`src/rtl/keyfob_consts.vh`:
```
// timing, frame and field constants for the keyfob wake and transmit controller
`ifndef KEYFOB_CONSTS_VH
`define KEYFOB_CONSTS_VH

`define CLK_MHZ 125
// bit time in ns at 1200 bit/s, rounded down
`define BIT_TIME_NS 833333
`define BIT_CYCLES ((`BIT_TIME_NS * `CLK_MHZ) / 1000)
// oscillator and pll settle time in us
`define PLL_SETTLE_US 2000
`define PLL_SETTLE_CYCLES (`PLL_SETTLE_US * `CLK_MHZ)
// scan pulse width in ns, kept short
`define SCAN_PULSE_NS 16
`define SCAN_PULSE_CYCLES ((`SCAN_PULSE_NS * `CLK_MHZ + 999) / 1000)

`define RUNIN_BITS 4
`define RUNIN_PATTERN 4'ha
`define SYNC_BYTE_0 8'h55
`define SYNC_BYTE_1 8'haa
// status and option bit positions
`define STATUS_WAKE_BIT 7
`define OPTION_WAKE_EN_BIT 7
`define PAYLOAD_HI 8'ha5

`endif

```
`src/rtl/keyfob_ctrl.v`:
```
// keyfob controller: sleep, key-change wake, 2x2 scan, frame transmit, transmitter power-down
// How it works
// - key input change during sleep wakes controller
// - pull-ups on while pullup_disable_n is low
// - wake flag set only by wake from sleep
// - wake armed only if pin_wake_enable_n cleared
// - after wake, find key, insert code, transmit
// - frame end drives power and data lines low
// - scan matrix at most two by two keys
// - scan pulses kept as short as possible
// - during pll settle, amplitude low; freq high in fsk mode, low otherwise
// - frame is run-in, 0x55, 0xaa, two payload bytes
// - each byte sent msb first
`timescale 1ns/100ps
`include "keyfob_consts.vh"
module keyfob_ctrl #(
    parameter BIT_CYCLES = `BIT_CYCLES,
    parameter PLL_CYCLES = `PLL_SETTLE_CYCLES,
    parameter FSK_MODE = 1'b1,
    parameter USE_POWER_LINE = 1'b1,
    parameter MATRIX_SCAN = 1'b1
) (
    input wire clk,
    input wire reset,
    input wire key_input_a,
    input wire key_input_b,
    input wire pullup_disable_n,
    input wire pin_wake_enable_n,
    output reg pullup_enable_ff,
    output reg scan_row_a_ff,
    output reg scan_row_b_ff,
    output reg scan_row_a_oe_ff,
    output reg scan_row_b_oe_ff,
    output reg tx_power_line_ff,
    output reg amplitude_data_line_ff,
    output reg frequency_data_line_ff,
    output reg asleep_ff,
    output reg pin_wake_flag_ff,
    output reg [7:0] key_code_ff
);
    localparam [6:0] ST_SLEEP = 7'h01;
    localparam [6:0] ST_WAKE = 7'h02;
    localparam [6:0] ST_SCAN = 7'h04;
    localparam [6:0] ST_SETTLE = 7'h08;
    localparam [6:0] ST_SEND = 7'h10;
    localparam [6:0] ST_END = 7'h20;
    localparam [6:0] ST_IDLE = 7'h40;
    localparam [5:0] FRAME_BITS = 6'd36;
    // integer first, then an explicit slice so the width cut is on purpose
    localparam integer SCAN_CYC_INT = `SCAN_PULSE_CYCLES;
    localparam [7:0] SCAN_CYC = SCAN_CYC_INT[7:0];

    wire key_a_sync;
    wire key_b_sync;
    reg [6:0] state_ff;
    reg [31:0] cnt_ff;
    reg [5:0] bit_ff;
    reg [35:0] shift_ff;
    reg key_a_last_ff;
    reg key_b_last_ff;
    reg armed_ff;
    reg [1:0] scan_step_ff;
    reg [3:0] keys_ff;
    reg [7:0] nxt_code;

    pin_sync #(.RESET_VAL(1'b1)) sync_a (
        .clk(clk),
        .reset(reset),
        .pin(key_input_a),
        .level_ff(key_a_sync)
    );
    pin_sync #(.RESET_VAL(1'b1)) sync_b (
        .clk(clk),
        .reset(reset),
        .pin(key_input_b),
        .level_ff(key_b_sync)
    );

    // code from pressed keys; lowest index wins, zero means none still held
    always @* begin
        nxt_code = 8'h00;
        if (keys_ff[0]) begin
            nxt_code = 8'h01;
        end else if (keys_ff[1]) begin
            nxt_code = 8'h02;
        end else if (keys_ff[2]) begin
            nxt_code = 8'h03;
        end else if (keys_ff[3]) begin
            nxt_code = 8'h04;
        end
    end

    // weak pull-ups follow the active-low control bit
    always @(posedge clk or posedge reset) begin
        if (reset) begin
            pullup_enable_ff <= 1'b0;
        end else begin
            pullup_enable_ff <= ~pullup_disable_n;
        end
    end

    // main sequencer
    always @(posedge clk or posedge reset) begin
        if (reset) begin
            state_ff <= ST_IDLE;
            cnt_ff <= 32'h0000_0000;
            bit_ff <= 6'h00;
            shift_ff <= 36'h0_0000_0000;
            key_a_last_ff <= 1'b1;
            key_b_last_ff <= 1'b1;
            armed_ff <= 1'b0;
            scan_step_ff <= 2'h0;
            keys_ff <= 4'h0;
            scan_row_a_ff <= 1'b0;
            scan_row_b_ff <= 1'b0;
            scan_row_a_oe_ff <= 1'b0;
            scan_row_b_oe_ff <= 1'b0;
            tx_power_line_ff <= 1'b0;
            amplitude_data_line_ff <= 1'b0;
            frequency_data_line_ff <= 1'b0;
            asleep_ff <= 1'b0;
            pin_wake_flag_ff <= 1'b0; // other resets leave it clear
            key_code_ff <= 8'h00;
        end else begin
            case (state_ff)
                ST_IDLE: begin
                    // sleep entry; arming sampled here, like clearing the bit before sleep
                    armed_ff <= ~pin_wake_enable_n;
                    key_a_last_ff <= key_a_sync;
                    key_b_last_ff <= key_b_sync;
                    asleep_ff <= 1'b1;
                    state_ff <= ST_SLEEP;
                end
                ST_SLEEP: begin
                    if (armed_ff && ((key_a_sync != key_a_last_ff) ||
                            (key_b_sync != key_b_last_ff))) begin
                        pin_wake_flag_ff <= 1'b1;
                        asleep_ff <= 1'b0;
                        state_ff <= ST_WAKE;
                    end
                end
                ST_WAKE: begin
                    keys_ff <= 4'h0;
                    scan_step_ff <= 2'h0;
                    cnt_ff <= 32'h0000_0000;
                    state_ff <= ST_SCAN;
                end
                ST_SCAN: begin
                    // two rows by two columns only; one short drive pulse per row
                    if (!MATRIX_SCAN) begin
                        keys_ff <= {2'b00, ~key_b_sync, ~key_a_sync};
                        state_ff <= ST_SETTLE;
                        cnt_ff <= 32'h0000_0000;
                    end else if (scan_step_ff[0] == 1'b0) begin
                        // drive one row low, others released, minimal width
                        scan_row_a_ff <= 1'b0;
                        scan_row_b_ff <= 1'b0;
                        scan_row_a_oe_ff <= ~scan_step_ff[1];
                        scan_row_b_oe_ff <= scan_step_ff[1];
                        cnt_ff <= 32'h0000_0000;
                        scan_step_ff <= scan_step_ff + 2'h1;
                    end else if (cnt_ff < {24'h000000, SCAN_CYC} + 32'd4) begin
                        // wait through the three-flop sync, then release at once
                        cnt_ff <= cnt_ff + 32'h0000_0001;
                    end else begin
                        scan_row_a_oe_ff <= 1'b0;
                        scan_row_b_oe_ff <= 1'b0;
                        if (scan_step_ff[1] == 1'b0) begin
                            keys_ff[1:0] <= {~key_b_sync, ~key_a_sync};
                        end else begin
                            keys_ff[3:2] <= {~key_b_sync, ~key_a_sync};
                        end
                        cnt_ff <= 32'h0000_0000;
                        if (scan_step_ff == 2'h3) begin
                            state_ff <= ST_SETTLE;
                        end else begin
                            scan_step_ff <= scan_step_ff + 2'h1;
                        end
                    end
                end
                ST_SETTLE: begin
                    // power the transmitter; in fsk hold pa off until pll settles
                    key_code_ff <= nxt_code;
                    shift_ff <= {`RUNIN_PATTERN, `SYNC_BYTE_0, `SYNC_BYTE_1,
                        `PAYLOAD_HI, nxt_code};
                    tx_power_line_ff <= USE_POWER_LINE[0];
                    amplitude_data_line_ff <= 1'b0;
                    frequency_data_line_ff <= FSK_MODE[0];
                    if (cnt_ff >= PLL_CYCLES - 1) begin
                        cnt_ff <= 32'h0000_0000;
                        bit_ff <= 6'h00;
                        state_ff <= ST_SEND;
                    end else begin
                        cnt_ff <= cnt_ff + 32'h0000_0001;
                    end
                end
                ST_SEND: begin
                    // msb of shift register goes out for one bit time
                    if (FSK_MODE) begin
                        amplitude_data_line_ff <= 1'b1;
                        frequency_data_line_ff <= shift_ff[35];
                    end else begin
                        amplitude_data_line_ff <= shift_ff[35];
                    end
                    if (cnt_ff >= BIT_CYCLES - 1) begin
                        cnt_ff <= 32'h0000_0000;
                        shift_ff <= {shift_ff[34:0], 1'b0};
                        if (bit_ff == FRAME_BITS - 6'd1) begin
                            state_ff <= ST_END;
                        end else begin
                            bit_ff <= bit_ff + 6'h01;
                        end
                    end else begin
                        cnt_ff <= cnt_ff + 32'h0000_0001;
                    end
                end
                ST_END: begin
                    // all three low so the or-ed power-up releases
                    tx_power_line_ff <= 1'b0;
                    amplitude_data_line_ff <= 1'b0;
                    frequency_data_line_ff <= 1'b0;
                    state_ff <= ST_IDLE;
                end
                default: begin
                    state_ff <= ST_IDLE;
                end
            endcase
        end
    end
endmodule

```
`src/rtl/pin_sync.v`:
```
// three-stage synchroniser for one asynchronous pin, change counted when stages 2 and 3 agree
`timescale 1ns/100ps
module pin_sync #(
    parameter RESET_VAL = 1'b1
) (
    input wire clk,
    input wire reset,
    input wire pin,
    output reg level_ff
);
    reg s1_ff;
    reg s2_ff;
    reg s3_ff;

    // s1 is read only by s2
    always @(posedge clk or posedge reset) begin
        if (reset) begin
            s1_ff <= RESET_VAL;
            s2_ff <= RESET_VAL;
            s3_ff <= RESET_VAL;
            level_ff <= RESET_VAL;
        end else begin
            s1_ff <= pin;
            s2_ff <= s1_ff;
            s3_ff <= s2_ff;
            if (s2_ff == s3_ff) begin
                level_ff <= s3_ff;
            end
        end
    end
endmodule

```
`config.mk`:
```
export PLATFORM = sky130hd
export DESIGN_NAME = keyfob_ctrl
export DESIGN_NICKNAME = d
export VERILOG_FILES = /design/src/rtl/keyfob_ctrl.v /design/src/rtl/pin_sync.v
export VERILOG_INCLUDE_DIRS = /design/src /design/src/rtl
export SDC_FILE = /design/constraint.sdc
export NUM_CORES = 1
export LEC_CHECK = 0
export BUFFER_PORTS_ARGS = -buffer_cell sky130_fd_sc_hd__buf_2
export CAP_MARGIN = 20
export CELL_PAD_IN_SITES_DETAIL_PLACEMENT = 0
export CELL_PAD_IN_SITES_GLOBAL_PLACEMENT = 1
export CORE_MARGIN = 3
export CORE_UTILIZATION = 49
export DETAILED_ROUTE_END_ITERATION = 10
export GPL_TIMING_DRIVEN = 0
export PLACE_DENSITY_LB_ADDON = 0.1
export SLEW_MARGIN = 0
export SYNTH_ARGS = -nofsm -noshare
export SYNTH_HDL_FRONTEND = slang
export SYNTH_SLANG_ARGS = --single-unit
export TNS_END_PERCENT = 50
```
`constraint.sdc`:
```
create_clock -name clk -period 4.9 [get_ports clk]
set_clock_uncertainty 0.05 [all_clocks]
set_input_delay 0.735 -clock clk [delete_from_list [all_inputs] [get_ports clk]]
set_output_delay 0.735 -clock clk [all_outputs]
set_load 0.005 [all_outputs]
```
# Word-level counts from Yosys, hierarchy flattened

Cells that the tools add are included.

Flip-flop bits (word level): 114
Input bits: 6
Output and inout bits: 18
Word-level logic and storage cells: 124

Add/subtract/negate cells: 3
Order comparisons: 3
Eq/ne operators: 26
Muxes and demuxes: 40
Bitwise gates (word level): 5
Reduce and logical (&&, ||, !) cells: 19

Operators with widths:

| kind                                                                                  | count |
|---|---|
| 32-bit 2-to-1 mux                                                                     | 4 |
| 32-bit one-hot mux with 4 select lines                                                | 1 |
| 36-bit one-hot mux with 2 select lines                                                | 1 |
| 7-bit 2-to-1 mux                                                                      | 7 |
| 7-bit one-hot mux with 6 select lines                                                 | 1 |
| 36-bit 2-to-1 mux                                                                     | 1 |
| 32-bit by 1-bit adder with 32-bit output, second input constant                       | 1 |
| 32-bit by 17-bit greater-or-equal comparator with 1-bit output, second input constant | 1 |
| 32-bit by 18-bit greater-or-equal comparator with 1-bit output, second input constant | 1 |
| 32-bit by 3-bit less-than comparator with 1-bit output, second input constant         | 1 |
| 2-bit != test, second input constant                                                  | 11 |
| 6-bit 2-to-1 mux                                                                      | 3 |
| 3-bit 2-to-1 mux                                                                      | 4 |
| 6-bit one-hot mux with 2 select lines                                                 | 1 |
| 4-bit AND reduction                                                                   | 3 |
| 2-bit 2-to-1 mux                                                                      | 5 |
| 2-bit nonzero test                                                                    | 5 |
| 4-bit 2-to-1 mux                                                                      | 2 |
| 4-bit one-hot mux with 2 select lines                                                 | 1 |
| 2-bit AND reduction                                                                   | 4 |
| 7-bit by 1-bit equality test with 1-bit output, second input constant                 | 1 |
| 7-bit by 2-bit equality test with 1-bit output, second input constant                 | 1 |
| 7-bit by 3-bit equality test with 1-bit output, second input constant                 | 1 |
| 7-bit by 4-bit equality test with 1-bit output, second input constant                 | 1 |
| 22 further kinds                                                                      | 34 |

# Logic depth before layout (Yosys ltp)

Gate-level depths: netlist of run 1.

Depth after elaboration: 5
Mapped depth: 9
Depth with buffers taken out: 8

# Hierarchy

Synthesis of run 1 repeated with hierarchy kept, for this count alone.

Cell total of the unflattened synthesis: 536
Area total of the unflattened synthesis: 5,201.2 µm²

By module, submodules not included:

| module      | times used | cells each | area each (µm²) | sequential area each (µm²) |
|---|---|---|---|---|
| keyfob_ctrl | 1          | 524        | 4,961.0         | 2,531.2 |
| pin_sync    | 2          | 6          | 120.1           | 105.1 |

# Least setup slack after synthesis of run 1

No wires, ideal clock.

Path kind: register -> register
Start: reg state_ff[1]
End: reg cnt_ff[11]
Library setup time: 0.082 ns
Data arrival time: 2.143 ns
Data required time: 4.768 ns
Slack: 2.625 ns
Cell stages (with the launch flop): 10
Buffers on the path: 3
Period minus slack after synthesis: 2.275 ns
Path through: dfrtp_1 > buf_6 > nor4_4 > nand3_4 > or4_1 > buf_2 > o221ai_4 > buf_8 > a41oi_1 > a31oi_1

Cells in the longest elaborated chain, start to end: 2
Elaborated cells on any way between the ends: 6

RTL lines:

| element                                                                             | line              | RTL |
|---|---|---|
| start, declared                                                                     | keyfob_ctrl.v:55  | `reg [6:0] state_ff;` |
| start signal, assigned                                                              | keyfob_ctrl.v:105 | `state_ff <= ST_IDLE;` |
| start signal, assigned                                                              | keyfob_ctrl.v:132 | `state_ff <= ST_SLEEP;` |
| start signal, assigned                                                              | keyfob_ctrl.v:139 | `state_ff <= ST_WAKE;` |
| 7-bit by 5-bit equality test with 1-bit output (tied with other cells)              | keyfob_ctrl.v:125 | `case (state_ff)` |
| 32-bit one-hot mux with 4 select lines / 4-bit nonzero test (equally long branches) | --                |  |
| end signal, assigned                                                                | keyfob_ctrl.v:164 | `cnt_ff <= cnt_ff + 32'h0000_0001;` |
| end signal, assigned                                                                | keyfob_ctrl.v:194 | `cnt_ff <= cnt_ff + 32'h0000_0001;` |
| end signal, assigned                                                                | keyfob_ctrl.v:214 | `cnt_ff <= cnt_ff + 32'h0000_0001;` |
| end, declared                                                                       | keyfob_ctrl.v:56  | `reg [31:0] cnt_ff;` |

Several ways; a longest one is shown, not always the timed one.
A chain may end at the register's enable or synchronous reset.

# Worst setup path in the final report of run 1

Start: reg cnt_ff[1]
End: reg shift_ff[12]

Cells in the longest elaborated chain, start to end: 3

RTL lines:

| element                                                        | line              | RTL |
|---|---|---|
| 32-bit by 17-bit greater-or-equal comparator with 1-bit output | keyfob_ctrl.v:205 | `if (cnt_ff >= BIT_CYCLES - 1) begin` |
| 2-bit != test (no line)                                        | --                |  |
| 2-bit AND reduction (no line)                                  | --                |  |
| end signal, assigned                                           | keyfob_ctrl.v:184 | `` shift_ff <= {`RUNIN_PATTERN, `SYNC_BYTE_0, `SYNC_BYTE_1, `` |
| end signal, assigned                                           | keyfob_ctrl.v:207 | `shift_ff <= {shift_ff[34:0], 1'b0};` |
| end, declared                                                  | keyfob_ctrl.v:58  | `reg [35:0] shift_ff;` |

No other way between the ends.

==> results.md, run 1 <==
- Warning count from the yosys run: 0
- Max clock buf depth: 2
- Max Slew Vio Count: 0
- Drt wl/cell: about 15 um
- RD Place Congestion: between 0.8 and 0.9
- Total track usage: 0.183
- Busiest grt layer: met2
- DRC viols: 0
- Gate power share: 0.133
- Seq pwr share: 0.548
- Initial core utilization: 0.518
- Setup TNS: 0 ps
- N_diodes: 0
- Crit start category: flip-flop
- Final WL: 9620 um
- Root Driver: clkbuf_8
- Final min period: 2710 ps
- Layout cell share with drive strength beyond 1: 0.139
- Post-Syn Instances: between 400 and 500
- Clock group share of total power: 0.319
- GRT overflow: 0
- Critical-path maximum fanout: 10
- IO Port Bufs: 16
- # nets final: 507
- #FFs+latches synth: 109
- Post-CTS Hold Buffers: 0
- Hold WS: between 300 and 400 ps
- Cts bufs inserted: 9
- CP Capture Type: flip-flop
- FMAX: 0.369 GHz
- Post-CTS setup buffers: 0
- RSZ-0062 raised after global routing: false
- CTS clk-pin slew, worst paths: 110 ps
- Drt first pass iters: 4
- Final setup viols: 0
- Main flop type after synthesis: dfrtp_1
- Syn Area/Cell: 10.8 um^2
- GR Util met3: 0.0492
- Filler instances: 853
- CTS tree: yes
- Tightest Pin Transition: a little under 800 ps
- Number of flops mapped to enable cells by yosys: 0
- Slew headroom: 0.466
- Distinct cells, synth: ~50
- Crit path arrival time: approximately 3000 ps
- Std-Cell Rows: 35
- Worst min path class: flip-flop to flip-flop
- Max-Cap Viols: 0
- Tot Pwr: approximately 0.0018 W
- Power Density: 333 nW/um^2
- Vias in the first global route: around 3,300
- Core area: about 9500 um^2
- DR iter-0 viols: 134
- GR Layer Usage met1: 0.263
- HPWL Detailed: 6700 um
- Die area: roughly 11,000 um^2
- Sequential area share after synthesis: 0.557
- H-tree Lvls: 3
- Routed vias/inst: 5.55
- Sink Count: roughly 110
- WP data required: approximately 5200 ps
- Post-CTS Resized: 0
- Worst skew pair latency: between 300 and 400 ps
- Initial antenna violation count: 0
- Chip width: 106 um
- I/O pins: 24
- Sw power: around 0.00051 W
- Die Height: 106 um
- FFs w/ async S/R, synth: 1.00
- Routed vias: approximately 3,500
- Worst Setup Path Type: flip-flop to flip-flop
- Synthesis-to-finish area growth: 10.3%
- Int Pwr: approximately 0.0013 W
- Post-synthesis cell area: between 4000 and 5000 um^2
- First-pass GRT wire length: ~17,000 um
- ANT nets after route: 0
- Period utilization: 0.553
- Status: finished, final reports clean
- GR Util met2: 0.281
- Largest net degree at the start of global routing: 62
- VDD IR max: about 180 uV
- Switching part of the total: 0.280
- Static leakage: 2.48 nW
- Hold Vio Cnt, Final: 0
## power by group through the flow
stage | sequential, W | clock (W) | combinational [W]
floorplan | 0.00100 | 0 | 0.000184
global placement | 0.00101 | 0 | 0.000235
detailed placement | 0.00101 | 0 | 0.000241
CTS | 0.000991 | 0.000596 | 0.000241
global route | 0.000998 | 0.000636 | 0.000272
finish | 0.000991 | 0.000577 | 0.000240
## cell usage after synthesis, types with 4 or more instances
library cell,number,area share
a41oi_1,4,0.0071
a22o_1,21,0.037
nand4_1,9,0.011
o22a_1,15,0.027
dfstp_2,11,0.059
nand3_1,29,0.029
inv_1,15,0.011
mux2_2,5,0.011
nor4_1,5,0.0064
dfrtp_1,98,0.50
o21ai_1,6,0.0061
and2_1,15,0.019
and3_1,8,0.010
buf_2,4,0.0041
clkbuf_1,19,0.014
nand2b_1,4,0.0051
a21oi_1,17,0.017
o21ai_0,16,0.016
buf_4,7,0.011
xnor2_1,5,0.0089
ha_1,9,0.023
nor2_1,28,0.021
nor3_1,9,0.0091
a31oi_1,17,0.022
nand2_1,36,0.027
## per-stage QoR
stage,util,cell area [um^2],cells,setup WS (ps)
2_1_floorplan,-,4950,464,1260
3_3_place_gp,0.546,5190,609,22.8
3_5_place_dp,0.549,5220,610,2250
4_1_cts,0.572,5430,626,2200
5_1_grt,0.572,5430,626,1990
6_report,0.572,5430,626,2190
## worst paths after layout
check,from,endpoint,slack [ps],cells after the start
min reg2reg,sync_a.s1_ff,sync_a.s2_ff,310,0
max in group asynchronous,reset,cnt_ff[27],3730,3
max,cnt_ff[1],shift_ff[12],2190,8
min,sync_a.s1_ff,sync_a.s2_ff,310,0
max reg2reg,cnt_ff[1],shift_ff[12],2190,8
min in group asynchronous,reset,scan_row_a_oe_ff,370,2
## metal layers
| layer | share of wire | vias to the layer above |
|---|---|---|
| met1 | 0.50 | 1706 |
| li1 | - | 1714 |
| met4 | 0.0078 | 0 |
| met3 | 0.037 | 7 |
| met5 | 0 | - |
| met2 | 0.46 | 47 |
## registers in the layout (all words and copies together) (netlist names), 2 cells and up
name	count
shift_ff	36
scan_step_ff	2
keys_ff	4
cnt_ff	32
bit_ff	6
key_code_ff	3
state_ff	7
## final cells by class
cell class | instances | area, um^2 | area share
repair buffers | 17 | 108 | 0.0198
clock inverters | 7 | 88.8 | 0.0164
plain buffers | 34 | 193 | 0.0355
clock buffers | 9 | 124 | 0.0228
flip-flops and latches | 109 | 2740 | 0.505
multi-input cells | 306 | 1960 | 0.360
inverters | 15 | 58.8 | 0.0108
well taps | 129 | 161 | 0.0297
## worst max-delay path: stages (launching register included)
cell      delay [ps]
dfrtp_1          430
inv_1            100
ha_1             180
nand2b_1         140
a211oi_1         360
o211ai_2         280
o21ai_1          430
clkbuf_1         450
a22o_1           230
## cells in the final DEF, fill, tap and decap left out, types with 8 or more instances in the layout
cell      synthesis  final
dfrtp_1          98     98
nand2_1          36     36
nand3_1          29     29
nor2_1           28     28
a22o_1           21     21
buf_2             4     20
clkbuf_1         19     19
a31oi_1          17     17
a21oi_1          17     17
o21ai_0          16     16
and2_1           15     15
o22a_1           15     15
inv_1            15     14
dfstp_2          11     11
nor3_1            9      9
nand4_1           9      9
ha_1              9      9
clkbuf_8          0      9
and3_1            8      8
## logic make-up (layout without fill, tap and decap cells)
group                    count (synthesis)  after routing  synth area share
AND/OR/NAND/NOR                        162            162             0.177
AO/OA/AOI/OAI                          115            115             0.166
flip-flops                             109            109             0.557
buffers and inverters                   49             82            0.0505
adder cells (fa/ha/maj)                 11             11            0.0269
multiplexers                             6              6            0.0135
XOR/XNOR                                 5              5           0.00889
other                                    1              7          0.000761
Power figures use the tool's default switching activity.
==> inputs of run 2 (changes only) <==
Clock period 4.9 ns to 2.7 ns, I/O delays scaled along.
==> run 2 against run 1 <==
Flip-flop and latch count unchanged. Global-route usage increased by 0.16 points. Largest cell class unchanged. Wire length increased by 1.5%. Setup slack got worse by 2000 ps. Sequential share of layout area decreased by 0.90 points. Largest power group unchanged. Final cell count increased by 0.48%. Die area unchanged. Core utilization increased by 1.0 points.
==> results.md, run 2 (synthesis gave the netlist of run 1 again) <==
- Largest net degree at the start of global routing: 46 (-26%)
- N_diodes: 0 (unchanged)
- Crit path arrival time: 2790 ps (-200 ps)
- Placed Area: 5260 um^2 (+0.79%)
- First-pass GRT wire length: 16,600 um (-0.50%)
- Routed vias: 3,519 (+1.3%)
- Hold path cells: 1 (+1)
- Die area: 11,300 um^2 (unchanged)
- Final cell count without fillers: 629 (+0.48%)
- Initial core utilization: 0.518 (unchanged)
- WP data required: 2960 ps (-2220 ps)
- Cts bufs inserted: 9 (unchanged)
- Die Height: 106 um (unchanged)
- Hold path startpoint: key_input_b
- Max clock buf depth: 2 (unchanged)
- Cells after DPL: 612 (+0.33%)
- Commonest non-fill, non-tap cell in the layout: dfrtp_1
- Setup TNS: 0 ps (unchanged)
- I/O pins: 24 (unchanged)
- ANT nets after route: 0 (unchanged)
- Final min period: 2530 ps (-177 ps)
- Most frequent cells in the layout: 98 x dfrtp_1, 36 x nand2_1, 29 x nand3_1, 27 x nor2_1, 21 x a22o_1
- Design Area, Final: 5530 um^2 (+1.8%)
- Reg2Reg Setup Slack: 170 ps (-2020 ps)
- Reg with most FFs: shift_ff
- FMAX: 0.395 GHz (+7.0%)
- Reg-to-Reg End: shift_ff[8]
- R2R Path Start: cnt_ff[10]
- Final setup viols: 0 (unchanged)
- Period utilization: 0.939 (+0.385)
- Slew headroom: 0.463 (-0.00282)
- GRT overflow: 0 (unchanged)
- Total track usage: 0.185 (+0.00163)
- Static leakage: 2.53 nW (+1.9%)
- Vias in the first global route: 3,445 (+4.2%)
- CP Capture Type: flip-flop
- Hold Vio Cnt, Final: 0 (unchanged)
- Power Density: 613 nW/um^2 (+84%)
- # nets final: 510 (+0.59%)
- Worst min path class: input port to flip-flop
- Layout cell share with drive strength beyond 1: 0.154 (+0.0152)
- Core area: 9500 um^2 (unchanged)
- RSZ-0062 raised after global routing: true
- Sink Count: 109 (unchanged)
- Worst Setup Path Type: flip-flop to flip-flop
- Synthesis-to-finish area growth: 12.3%
- Max-Cap Viols: 0 (unchanged)
- Status: finished, final reports clean
- H-tree Lvls: 3 (unchanged)
- VDD IR max: 316 uV (+74%)
- Chip width: 106 um (unchanged)
- Pre-CTS WS: -0.646 ps (-2250 ps)
- Initial antenna violation count: 0 (unchanged)
- Drt wl/cell: 15.5 um (+1.0%)
- Tightest Pin Transition: 800 ps (+4.20 ps)
- Std-Cell Rows: 35 (unchanged)
- Hold Path End: sync_b.s1_ff
- Crit start category: flip-flop
- Final worst slack: 166 ps (-2020 ps)
- Cell count of the worst reg-to-reg path: 8 (unchanged)
- Largest register FFs: 36 (unchanged)
- CTS clk-pin slew, worst paths: 110 ps (about the same)
- RD Place Congestion: 0.842 (+3.5%)
- Drt first pass iters: 4 (unchanged)
- Hold WS: 77.5 ps (-235 ps)
- Filler instances: 825 (-3.3%)
- DR iter-0 viols: 129 (-3.7%)
- Critical-path maximum fanout: 10 (unchanged)
- HPWL Detailed: 6910 um (+3.1%)
- IO Port Bufs: 16 (unchanged)
- Max Slew Vio Count: 0 (unchanged)
- Worst skew pair latency: 370 ps (about the same)
- DRC viols: 0 (unchanged)
- Routed vias/inst: 5.59 (+0.81%)
- Root Driver: clkbuf_8
- Largest regs: shift_ff: 36 flops, cnt_ff: 32 flops, state_ff: 7 flops
- Final WL: 9770 um (+1.5%)
- CTS tree: yes
==> run 2: cell count changes in the layout (fill, tap and decap cells not counted), sizes merged <==
cell / previous run / this run
buf: 32 / 34
clkinv: 2 / 1
inv: 18 / 16
bufinv: 1 / 2
dlygate4sd3: 0 / 1
clkbuf: 28 / 30
==> run 2: per-layer routing <==
| metal | routed length, um | global-route usage | share of wire | vias to the layer above |
|---|---|---|---|---|
| met3 | 394 | 0.0498 | 0.040 | 10 |
| met2 | 4650 | 0.297 | 0.48 | 71 |
| met5 | 0 | 0 | 0 | - |
| li1 | - | - | - | 1722 |
| met1 | 4590 | 0.242 | 0.47 | 1716 |
| met4 | 129 | 0.0611 | 0.013 | 0 |
==> run 2: power by group <==
| part | switching, W | internal [W] | total [W] |
|---|---|---|---|
| registers | 0.0000615 | 0.00173 | 0.00180 |
| clock network | 0.000563 | 0.000585 | 0.00115 |
| logic | 0.000258 | 0.000187 | 0.000445 |
==> run 2: final cells by class <==
cell class / instances / area, um^2 / share of cell area
timing repair buffer: 20 / 158 / 0.0285
inverter: 15 / 60.1 / 0.0109
clock inverter: 5 / 88.8 / 0.0161
multi-input combinational: 306 / 1970 / 0.357
sequential: 109 / 2740 / 0.496
clock buffer: 11 / 151 / 0.0274
tap: 129 / 161 / 0.0292
buffer: 34 / 198 / 0.0357
==> run 2: what timing repair did <==
item / in CTS / in global routing
endpoints found under the hold margin: 2 / 0
resized for setup: 1 / 9
endpoints found under the setup margin: 1 / 40
hold buffers: 1 / 0
buffers inserted: 0 / 0
==> run 2: worst max-delay path by stage <==
stage,slack (ps),depth (start not counted),from,endpoint
CTS,70,6,cnt_ff[21],shift_ff[2]
global placement,70,6,cnt_ff[21],shift_ff[11]
detailed placement,-0.6,6,cnt_ff[21],shift_ff[12]
finish,170,8,cnt_ff[10],shift_ff[8]
global route,-20,8,cnt_ff[1],shift_ff[1]
floorplan,420,9,state_ff[1],cnt_ff[11]
==> run 2: metrics by stage <==
step / total power, W / util
floorplan: 0.00215 / -
global placement: 0.00225 / 0.547
detailed placement: 0.00228 / 0.554
CTS: 0.00344 / 0.580
global route: 0.00358 / 0.582
finish: 0.00339 / 0.582
==> run 2: worst max-delay path: stages (launching register included) <==
cell	delay (ps)
dfrtp_1	330
clkbuf_1	300
nor4bb_1	340
nand4_1	180
o211ai_4	350
nor2_1	120
nor2_1	330
buf_2	300
o22a_1	160
